--- config.mk ---
export PLATFORM = sky130hd
export DESIGN_NAME = tsr_regs
export DESIGN_NICKNAME = d
export VERILOG_FILES = /design/src/rtl/tsr_regs.v
export VERILOG_INCLUDE_DIRS = /design/src /design/src/common
export SDC_FILE = /design/constraint.sdc
export NUM_CORES = 1
export LEC_CHECK = 0
export BUFFER_PORTS_ARGS = -buffer_cell sky130_fd_sc_hd__buf_2
export CORE_MARGIN = 3
export CORE_UTILIZATION = 47
export DETAILED_ROUTE_END_ITERATION = 8
export HOLD_SLACK_MARGIN = 0.06
export PLACE_DENSITY = 0.85
export SYNTH_ARGS = -nofsm -noshare
export SYNTH_HDL_FRONTEND = slang
export SYNTH_SLANG_ARGS = --single-unit
--- constraint.sdc ---
create_clock -name clk -period 1.7 [get_ports clk]
set_input_delay 0.085 -clock clk [delete_from_list [all_inputs] [get_ports clk]]
set_output_delay 0.085 -clock clk [all_outputs]
set_load 0.02 [all_outputs]
--- src/common/tsr_defines.vh ---
// Register offsets, field positions and reset values of the test and status register bank.
`ifndef TSR_DEFINES_VH
`define TSR_DEFINES_VH
`define TSR_ADDR_W 7
`define TSR_ADC_TEST_CTRL 7'h25
`define TSR_VGA_COUPLER_OVR 7'h26
`define TSR_VGA_STAGE_OVR 7'h27
`define TSR_PLL_PIN_STATUS 7'h40
`define TSR_SUBBLOCK_RST 7'h41
`define TSR_SIGNAL_STRENGTH 7'h42
`define TSR_AVG_FREQ_OFS 7'h43
`define TSR_INST_FREQ_OFS 7'h44
`define TSR_CAL_READOUT 7'h45
`define TSR_REV_VCO_READOUT 7'h46
`define TSR_FILTER_I_READ 7'h49
`define TSR_FILTER_Q_READ 7'h4A
`define TSR_ADC_TEST_RST 8'h40
`define TSR_COUPLER_RST 4'h0
`define TSR_STAGE_RST 6'h00
`define TSR_ROT_MODE_SEQ 2'h0
`define TSR_ROT_MODE_ALT 2'h1
`define TSR_ROT_MODE_FIXED 2'h2
`define TSR_ROT_MODE_HALF 2'h3
`define TSR_VGA_OVR_BIT 3
// Version value is arbitrary.
`define TSR_VERSION_CODE 3'h6
`endif

--- src/rtl/tsr_regs.v ---
// Test override and status register bank of the transceiver with ADC rotation sequencing.
//
// The implementer's own choice: the strobed register port.
`timescale 1ns/1ps
`include "tsr_defines.vh"
// Notes on behaviour
// - Rotation field picks ADC input rotation sequence.
// - First coupler override: 0 dB or -12 dB.
// - Second coupler override codes 0/-3/-12/-15 dB.
// - Three stage override fields; top bits reserved.
// - Calibration done clears at start, sets at end.
// - Sequence fault set when power-up lock fails.
// - Instant lock bit is raw detector output.
// - Filtered lock bit follows accuracy criterion.
// - Carrier sense set when strength exceeds threshold.
// - Low status bits show lock, clock, data pins.
// - Eight flags show sub-block reset completion.
// - Seven-bit strength, 1.5 dB steps, top zero.
// - Average offset is signed decision level.
// - Instant offset is signed IF deviation.
// - Calibration DAC and pump current readout.
// - Upper bits give silicon version code.
// - Lower bits give applied oscillator array.
// - Writes to main status change nothing.
// - Filter I and Q upper bits readable.
module tsr_regs #(
   // Arbitrary neutral version value.
   parameter [2:0] SILICON_VERSION = `TSR_VERSION_CODE
) (
   input wire clk,
   input wire reset,
   input wire [6:0] addr,
   input wire [7:0] wdata,
   input wire wr_en,
   input wire rd_en,
   output reg [7:0] rdata,
   input wire adc_rotate_step,
   output reg [1:0] adc_rotation,
   output reg [7:0] adc_test_ctrl,
   output reg gain_override_en,
   output reg first_coupler_manual_gain,
   output reg [1:0] second_coupler_manual_gain,
   output reg [1:0] gain_stage1_manual,
   output reg [1:0] gain_stage2_manual,
   output reg [1:0] gain_stage3_manual,
   input wire cal_start,
   input wire cal_finish,
   input wire powerup_lock_fail,
   input wire pll_settled_now,
   input wire pll_settled_filtered,
   input wire [6:0] carrier_threshold,
   input wire lock_pin,
   input wire data_clock_pin,
   input wire data_line_pin,
   input wire adc_init_finished,
   input wire gain_ctrl_init_finished,
   input wire shaping_filter_init_finished,
   input wire decision_level_init_finished,
   input wire modulator_init_finished,
   input wire synthesizer_init_finished,
   input wire sequencer_init_finished,
   input wire cal_lock_init_finished,
   input wire [6:0] signal_level,
   input wire [7:0] decision_level,
   input wire [7:0] instant_offset_value,
   input wire [3:0] applied_cal_dac,
   input wire [3:0] applied_pump_current,
   input wire [4:0] applied_oscillator_array,
   input wire [7:0] filter_i_out,
   input wire [7:0] filter_q_out
);

   reg [3:0] coupler_q;
   reg [5:0] stage_q;
   reg [7:0] adc_q;
   reg [1:0] rot_idx_q;
   reg [1:0] rot_idx_d;
   reg cal_done_q;
   reg seq_fault_q;
   reg [7:0] rd_mux;

   //////////////////////////////////////////////////////////////////////////////
   // Writable test registers.
   // reserved bits masked
   always @(posedge clk) begin
      if (reset) begin
         adc_q <= `TSR_ADC_TEST_RST;
         coupler_q <= `TSR_COUPLER_RST;
         stage_q <= `TSR_STAGE_RST;
      end else if (wr_en) begin
         case (addr)
            `TSR_ADC_TEST_CTRL: adc_q <= wdata;
            `TSR_VGA_COUPLER_OVR: coupler_q <= wdata[3:0];
            `TSR_VGA_STAGE_OVR: stage_q <= wdata[5:0];
            default: adc_q <= adc_q;
         endcase
      end
   end

   //////////////////////////////////////////////////////////////////////////////
   // ADC input rotation. The index counts steps; the mode maps it to a position.
   always @* begin
      rot_idx_d = rot_idx_q + 2'h1;
   end

   always @(posedge clk) begin
      if (reset) begin
         rot_idx_q <= 2'h0;
         adc_rotation <= 2'h0;
      end else if (adc_rotate_step) begin
         rot_idx_q <= rot_idx_d;
         case (adc_q[1:0])
            `TSR_ROT_MODE_SEQ: adc_rotation <= rot_idx_d;
            `TSR_ROT_MODE_ALT: begin
               case (rot_idx_d)
                  2'h0: adc_rotation <= 2'h0;
                  2'h1: adc_rotation <= 2'h2;
                  2'h2: adc_rotation <= 2'h3;
                  default: adc_rotation <= 2'h1;
               endcase
            end
            `TSR_ROT_MODE_FIXED: adc_rotation <= 2'h0;
            default: adc_rotation <= {rot_idx_d[0], 1'b0};
         endcase
      end
   end

   //////////////////////////////////////////////////////////////////////////////
   // Override outputs registered so downstream analog controls see clean levels.
   always @(posedge clk) begin
      if (reset) begin
         adc_test_ctrl <= `TSR_ADC_TEST_RST;
         gain_override_en <= 1'b0;
         first_coupler_manual_gain <= 1'b0;
         second_coupler_manual_gain <= 2'h0;
         gain_stage1_manual <= 2'h0;
         gain_stage2_manual <= 2'h0;
         gain_stage3_manual <= 2'h0;
      end else begin
         adc_test_ctrl <= adc_q;
         gain_override_en <= coupler_q[`TSR_VGA_OVR_BIT];
         first_coupler_manual_gain <= coupler_q[2];
         second_coupler_manual_gain <= coupler_q[1:0];
         gain_stage1_manual <= stage_q[5:4];
         gain_stage2_manual <= stage_q[3:2];
         gain_stage3_manual <= stage_q[1:0];
      end
   end

   //////////////////////////////////////////////////////////////////////////////
   // Sticky PLL status. A finish in the same cycle as a start leaves the bit set.
   always @(posedge clk) begin
      if (reset) begin
         cal_done_q <= 1'b0;
         seq_fault_q <= 1'b0;
      end else begin
         if (cal_finish)
            cal_done_q <= 1'b1;
         else if (cal_start)
            cal_done_q <= 1'b0;
         if (powerup_lock_fail)
            seq_fault_q <= 1'b1;
         else if (cal_start)
            seq_fault_q <= 1'b0;
      end
   end

   //////////////////////////////////////////////////////////////////////////////
   // Read path. Unmapped addresses read zero.
   always @* begin
      rd_mux = 8'h00;
      case (addr)
         `TSR_ADC_TEST_CTRL: rd_mux = adc_q;
         `TSR_VGA_COUPLER_OVR: rd_mux = {4'h0, coupler_q};
         `TSR_VGA_STAGE_OVR: rd_mux = {2'h0, stage_q};
         `TSR_PLL_PIN_STATUS: rd_mux = {cal_done_q, seq_fault_q, pll_settled_now,
            pll_settled_filtered, (signal_level > carrier_threshold),
            lock_pin, data_clock_pin, data_line_pin};
         `TSR_SUBBLOCK_RST: rd_mux = {adc_init_finished, gain_ctrl_init_finished,
            shaping_filter_init_finished, decision_level_init_finished,
            modulator_init_finished, synthesizer_init_finished,
            sequencer_init_finished, cal_lock_init_finished};
         `TSR_SIGNAL_STRENGTH: rd_mux = {1'b0, signal_level};
         `TSR_AVG_FREQ_OFS: rd_mux = decision_level;
         `TSR_INST_FREQ_OFS: rd_mux = instant_offset_value;
         `TSR_CAL_READOUT: rd_mux = {applied_cal_dac, applied_pump_current};
         `TSR_REV_VCO_READOUT: rd_mux = {SILICON_VERSION, applied_oscillator_array};
         `TSR_FILTER_I_READ: rd_mux = filter_i_out;
         `TSR_FILTER_Q_READ: rd_mux = filter_q_out;
         default: rd_mux = 8'h00;
      endcase
   end

   always @(posedge clk) begin
      if (reset)
         rdata <= 8'h00;
      else if (rd_en)
         rdata <= rd_mux;
      else
         rdata <= 8'h00;
   end

endmodule // tsr_regs
Yosys cells after proc, flatten, opt, wreduce, memory -nomap -nowiden:

Cells that the tools add are included.

* bits in registers: 50
* input port bits: 95
* output and inout bits: 28
* word-level logic and storage cells: 48

* $add $sub $neg: 1
* magnitude comparators: 1
* equal/unequal tests: 16
* mux-type cells: 6
* bitwise operators: 1
* reduce and logical (&&, ||, !) cells: 8

Operators with widths (number)
* $pmux W8 S12: 1
* $eq A7 B7 Y1 const B: 9
* $eq A7 B6 Y1 const B: 3
* $pmux W2 S3: 2
* $gt A7 B7 Y1: 1
* $reduce_and A2 Y1: 3
* $eq A2 B1 Y1 const B: 2
* $eq A2 B2 Y1 const B: 2
* $logic_not A2 Y1: 2
* $reduce_bool A2 Y1: 2
* $mux W1: 3
* $add A2 B1 Y2 const B: 1
* $reduce_or A2 Y1: 1
* $not A1 Y1: 1

Longest topological paths before layout:

Gate-level depths: netlist of run 1.

* depth after elaboration: 4
* mapped depth: 8
* gate-level depth less buffers: 7

Worst setup path after synthesis of run 1:

Ideal clock, no wire load.

* path kind: input to register
* from: in addr[3]
* to: reg coupler_q[0]
* library setup time: 0.128 ns
* arrival: 1.365 ns
* required time: 1.572 ns
* path slack: 0.208 ns
* cell stages on the path: 8
* path through: buf_2 > nor3b_1 > and2_1 > clkbuf_2 > buf_4 > nand3_1 > mux2i_1 > nor2_1

* longest elaborated chain between the ends: 2

Ends and longest elaborated chain
* from (decl): line tsr_regs.v:32 `input wire [6:0] addr,`
* $eq A7 B6 Y1: line tsr_regs.v:91 `case (addr)`
* $reduce_and A2 Y1 (no source line)
* to (signal assigned): line tsr_regs.v:88 `` coupler_q <= `TSR_COUPLER_RST; ``
* to (signal assigned): line tsr_regs.v:93 `` `TSR_VGA_COUPLER_OVR: coupler_q <= wdata[3:0]; ``
* to (decl): line tsr_regs.v:73 `reg [3:0] coupler_q;`

Every way passes these cells.
A chain may end at the register's enable or synchronous reset.

Final worst setup path of run 1:

* from: in addr[5]
* to: reg rdata[0]

* longest elaborated chain between the ends: 2

Ends and longest elaborated chain
* $eq A7 B7 Y1 / $eq A7 B6 Y1 (equally long branches): line tsr_regs.v:172 `case (addr)`
* $pmux W8 S12 *: line tsr_regs.v:172
* to (signal assigned): line tsr_regs.v:198 `rdata <= rd_mux;`
* to (decl): line tsr_regs.v:36 `output reg [7:0] rdata,`

Every way passes the cells marked *; elsewhere a longest branch is shown, timed or not.

==> results of run 1 <==
[cells in the mapped netlist, types with 4 or more instances]
library cell	count	share of area [%]
nand3_1	7	1.3
dfxtp_1	50	37
o21ai_0	10	1.9
nor2_1	34	4.7
a22oi_1	7	1.9
a31oi_1	4	0.93
mux2_2	8	3.3
clkbuf_1	11	1.5
a21oi_1	11	2.0
mux2i_1	26	9.7
nand2_1	21	2.9
nand2b_1	6	1.4
ha_1	7	3.2
nor2b_1	20	4.6
inv_1	10	1.4
a22o_1	7	2.3
[power groups by stage]
| stage | Sequential [mW] | Combinational (mW) | Clock (mW) |
|---|---|---|---|
| after floorplan | 1.23 | 0.194 | 0 |
| after global placement | 1.22 | 0.389 | 0 |
| after detailed placement | 1.22 | 0.399 | 0 |
| after CTS | 1.20 | 0.414 | 0.820 |
| after global routing | 1.20 | 0.459 | 0.872 |
| final | 1.20 | 0.420 | 0.820 |
[cell families (layout without fill, tap and decap cells)]
group / after synthesis / in the layout / synth area share [%]
compound gates: 64 / 64 / 16.7
flops: 50 / 50 / 37.1
fa+ha+maj: 7 / 7 / 3.25
xor+xnor: 4 / 4 / 1.30
simple gates: 115 / 115 / 23.3
mux: 35 / 35 / 13.8
buf+inv: 28 / 173 / 4.50
[metrics by stage]
step	worst slack [ps]	power [mW]	hold slack, ps	util (%)
finish	234	2.44	71.2	69.5
global route	147	2.53	78.2	69.5
CTS	251	2.43	63.4	69.3
detailed placement	2.83	1.62	306	66.0
global placement	58.5	1.61	293	66.0
floorplan	208	1.42	157	-
[routing by layer]
metal,GRT usage (%),part of all wire [%],up-vias
li1,-,-,1369
met1,29.1,40,1305
met2,42.6,51,110
met3,5.48,7.7,11
met4,6.15,1.2,0
met5,0,0,-
[worst reg2reg max path, cell delays in order, from the launching register on]
cell and delay (ps):
dfxtp_1 330, mux2_2 270, a22oi_1 190, nor2_1 60, a211oi_1 220, a21oi_1 130
[repair_timing]
item / in CTS / in global routing
hold endpoints to repair: 11 / 1
endpoints found under the setup margin: 0 / 0
setup buffers: 0 / 0
hold buffers: 7 / 1
[final timing paths]
kind	startpoint	to	slack, ps	depth (start not counted)
min reg2reg	coupler_q[3]	gain_override_en	490	1
max reg2reg	stage_q[0]	rdata[0]	390	5
max	addr[5]	rdata[0]	230	7
min	wdata[2]	coupler_q[2]	70	3
[final cells by class]
cell class | count | area, µm²
inverter | 10 | 37.5
multi-input combinational | 225 | 1570
sequential | 50 | 1000
timing repair buffer | 155 | 903
fill | 448 | 1630
tap | 70 | 87.6
clock buffer | 7 | 76.3
clock inverter | 1 | 30.0
[state kept, by name, summed over array words and instances (netlist names), 2 cells and up]
| register | cells |
|---|---|
| gain_stage1_manual | 2 |
| adc_rotation | 2 |
| rot_idx_q | 2 |
| second_coupler_manual_gain | 2 |
| stage_q | 6 |
| rdata | 8 |
| coupler_q | 4 |
| gain_stage2_manual | 2 |
| adc_test_ctrl | 8 |
| adc_q | 8 |
| gain_stage3_manual | 2 |
==> metrics, run 1 <==
crit path kind in2reg; average size of a mapped cell 8.89 µm²; Clock transition at path regs 80 ps; clock share of power 33.7%; Placeable Area 0.00534 mm²; Clk Latency, worst-skew pair 310 ps; fmax 0.682 GHz; Setup crit end kind flop; GP Congestion 0.869; vias 2795; Cell Pwr Density 657 mW/mm²; leading cell type in the layout, fill and taps excluded buf_2; sequential power share 49.1%; minimum clock period 1470 ps; CP Buf/Inv Count 2; sum of negative setup slack 0 ps; buffers added on ports 122; detailed-router iteration count before antenna repair 4; starting density of the core 50.5%; fin. max-slew vios 0; Critical Path Source Type input port; antenna-violating nets left 0; FP Rows 26; Post-Syn Nets 405; CTS resizes 0; post-DP HPWL 6.35 mm; Syn Inst Count 303; Netlist Area Pre-Place 0.00270 mm²; Worst EP required 1920 ps; largest net degree at the start of global routing 43; placed instance area 0.00352 mm²; most frequent cells in the layout buf_2, dfxtp_1, nor2_1, mux2i_1, buf_4; Sw Pwr 598 µW; status finished clean; Cell Count, Final, Fillers Out 518; Iter 0 DRT Violations 233; clock tree buffer depth 2; CP max stage delay 580 ps; Root Driver clkbuf_8; VDD IR max 374 µV; vias in the first global route 2673; final WL 8.12 mm; Ports 123; Fin. Hold Viols 0; YS warnings 0; asr flop ratio synth 0%; Congestion Overflow GR 0; # setup viols final 0; RSZ-0062 raised after global routing no; register bit total from synthesis 50; Ant. Diodes 0; placed cell count 502; P_int 1.84 mW; cells along the critical path buf_2 > or3b_1 > nor4_4 > buf_4 > a32oi_1 > or2_2 > a21oi_1; initial antenna violation count 0; library cells used by synthesis 58; WL/cell 15.7 µm; Slowest-stage cell, CP or3b_1; clk sinks 50; commonest register cell after synthesis dfxtp_1; Comb pwr share 17.2%; Leakage 1.82 nW; Crit Path Max Fanout 9; vias per std cell 5.40; area added between synthesis and finish 37.6%; number of synthesized flops with an enable pin 0; gr usage total 24.0%; Top delay family on crit path simple AND/OR/NAND/NOR gates; Finished Cell Area 0.00371 mm²; first-pass GRT wire length 12.2 mm; Slew Limit Headroom 56.5%; Worst Clk Skew 6.38 ps; layout cells sized above 1 38.4%; drc violations 0; crit share post-route 86.2%; MaxCap Viol Count 0; register area share after synthesis 37.1%; CTS tree built; Crit path arrival time 1690 ps; Nets 549; H-tree depth 2; actual slew at the worst max-slew pin 635 ps; Die X 81.7 µm; switching part of the total 24.6%; hold crit path type in2reg; die area 0.00668 mm²; Num CTS Buffers 5; die height 81.7 µm
No activity file was read; power rests on OpenSTA's default activity.
==> run 2, diff against run 1 <==
- CORE_MARGIN: 3 -> 2
==> metrics, run 2 (synthesis gave the netlist of run 1 again) <==
antenna-violating nets left 0 (unchanged); minimum clock period 1370 ps (-100 ps); FP Rows 27 (+3.8%); layout cells sized above 1 38.3% (-0.052 points); CTS tree built; initial antenna violation count 0 (unchanged); R2R setup slack 400 ps (about the same); GP Congestion 0.928 (+6.8%); vias 2852 (+2.0%); Fin. Hold Viols 0 (unchanged); Setup WS pre-CTS 42.2 ps (+39.4 ps); actual slew at the worst max-slew pin 475 ps (-161 ps); detailed-router iteration count before antenna repair 5 (+1); buffers added on ports 122 (unchanged); vias in the first global route 2850 (+6.6%); hold path depth 3 (unchanged); clk sinks 50 (unchanged); Crit path arrival time 1590 ps (-100 ps); Clock transition at path regs 90 ps (about the same); placed instance area 0.00350 mm² (-0.71%); reg2reg end rdata[0]; Placeable Area 0.00551 mm² (+3.2%); Num CTS Buffers 5 (unchanged); Final WS setup 334 ps (+100 ps); Hold Path Origin adc_rotate_step; Nets 548 (-0.18%); Clk Latency, worst-skew pair 300 ps (about the same); reg-to-reg startpoint coupler_q[0]; largest net degree at the start of global routing 43 (unchanged); Ant. Diodes 0 (unchanged); Congestion Overflow GR 0 (unchanged); clock tree buffer depth 2 (unchanged); MaxCap Viol Count 0 (unchanged); H-tree depth 2 (unchanged); fin. max-slew vios 0 (unchanged); Die X 79.7 µm (-2.4%); setup repair bufs after CTS 0 (unchanged); first-pass GRT wire length 12.8 mm (+5.3%); status finished clean; most frequent cells in the layout buf_2, dfxtp_1, nor2_1, mux2i_1, buf_4; final core utilization 67.2% (-2.3 points); final WL 7.98 mm (-1.7%); Root Driver clkbuf_8; crit share post-route 80.3% (-5.9 points); VDD IR max 383 µV (+2.4%); Setup crit end kind flop; sum of negative setup slack 0 ps (unchanged); Critical Path Source Type input port; Finished Cell Area 0.00370 mm² (-0.24%); Cell Pwr Density 666 mW/mm² (+1.5%); vias per std cell 5.51 (+2.0%); Iter 0 DRT Violations 246 (+5.6%); # setup viols final 0 (unchanged); Worst EP required 1930 ps (about the same); gr usage total 26.0% (+2.0 points); area added between synthesis and finish 37.3%; drc violations 0 (unchanged); leading cell type in the layout, fill and taps excluded buf_2; Hold Crit Endpoint rot_idx_q[0]; die area 0.00636 mm² (-4.8%); die height 79.7 µm (-2.4%); fmax 0.732 GHz (+7.3%); Leakage 1.81 nW (-0.47%); starting density of the core 48.9% (-1.6 points); hold crit path type in2reg; crit path kind in2reg; Worst Clk Skew 5.53 ps (-0.853 ps); FF-to-FF path depth 5 (unchanged); WL/cell 15.4 µm (-1.7%); Crit Path Max Fanout 6 (-3); post-DP HPWL 6.29 mm (-0.83%); RSZ-0062 raised after global routing no; Ports 123 (unchanged); leading registers by flop count adc_q: 8 flops, adc_test_ctrl: 8 flops, rdata: 8 flops; Slew Limit Headroom 67.5% (+11 points)
==> run 2: changes by cell type in the layout (fill, tap and decap cells not counted), sizes merged <==
cell,change
buf,-2
dlygate4sd3,+1
clkbuf,-1
==> run 2: worst max-delay path, cell delays in order <==
cell and delay [ps]:
buf_2 130, or3b_1 450, nor4_4 260, or4b_1 490, a41oi_1 180
==> run 2: final cells by class <==
cell class	count	area (µm²)
Multi-Input combinational cell	225	1570
Clock inverter	1	30.0
Tap cell	72	90.1
Clock buffer	6	82.6
Inverter	10	37.5
Sequential cell	50	1000
Fill cell	462	1810
Timing Repair Buffer	154	886
==> run 2: worst max-delay path by stage <==
| stage | startpoint | end | depth (start not counted) |
|---|---|---|---|
| final | addr[5] | rdata[3] | 5 |
| after global routing | addr[5] | rdata[1] | 7 |
| after CTS | addr[5] | rdata[3] | 5 |
| after detailed placement | addr[5] | rdata[3] | 5 |
| after global placement | addr[5] | rdata[3] | 5 |
| after floorplan | addr[3] | coupler_q[0] | 8 |
==> run 2: repair_timing <==
action                    CTS  global route
gates resized for setup     0             0
hold endpoints to repair   15             0
hold buffers                9             0
==> run 2: power by group <==
group          internal, mW  switching, mW  total, mW  leakage [nW]
combinational         0.210          0.208      0.418          1.35
sequential             1.18         0.0112       1.20         0.404
clock                 0.471          0.381      0.852        0.0573
total                  1.87          0.600       2.47          1.81
==> run 2: metrics by stage <==
step                      hold WS (ps)  cells  power [mW]
after floorplan                    157    303        1.42
after global placement             289    502        1.61
after detailed placement           307    502        1.62
after CTS                          103    518        2.48
after global routing               133    518        2.57
final                              110    518        2.47
==> run 2: layer usage <==
metal | vias up | track usage [%] | wire, µm
li1 | 1367 | - | -
met1 | 1304 | 29.7 | 3170
met2 | 143 | 44.9 | 3860
met3 | 38 | 4.52 | 582
met4 | 0 | 15.7 | 363
met5 | - | 0 | 0
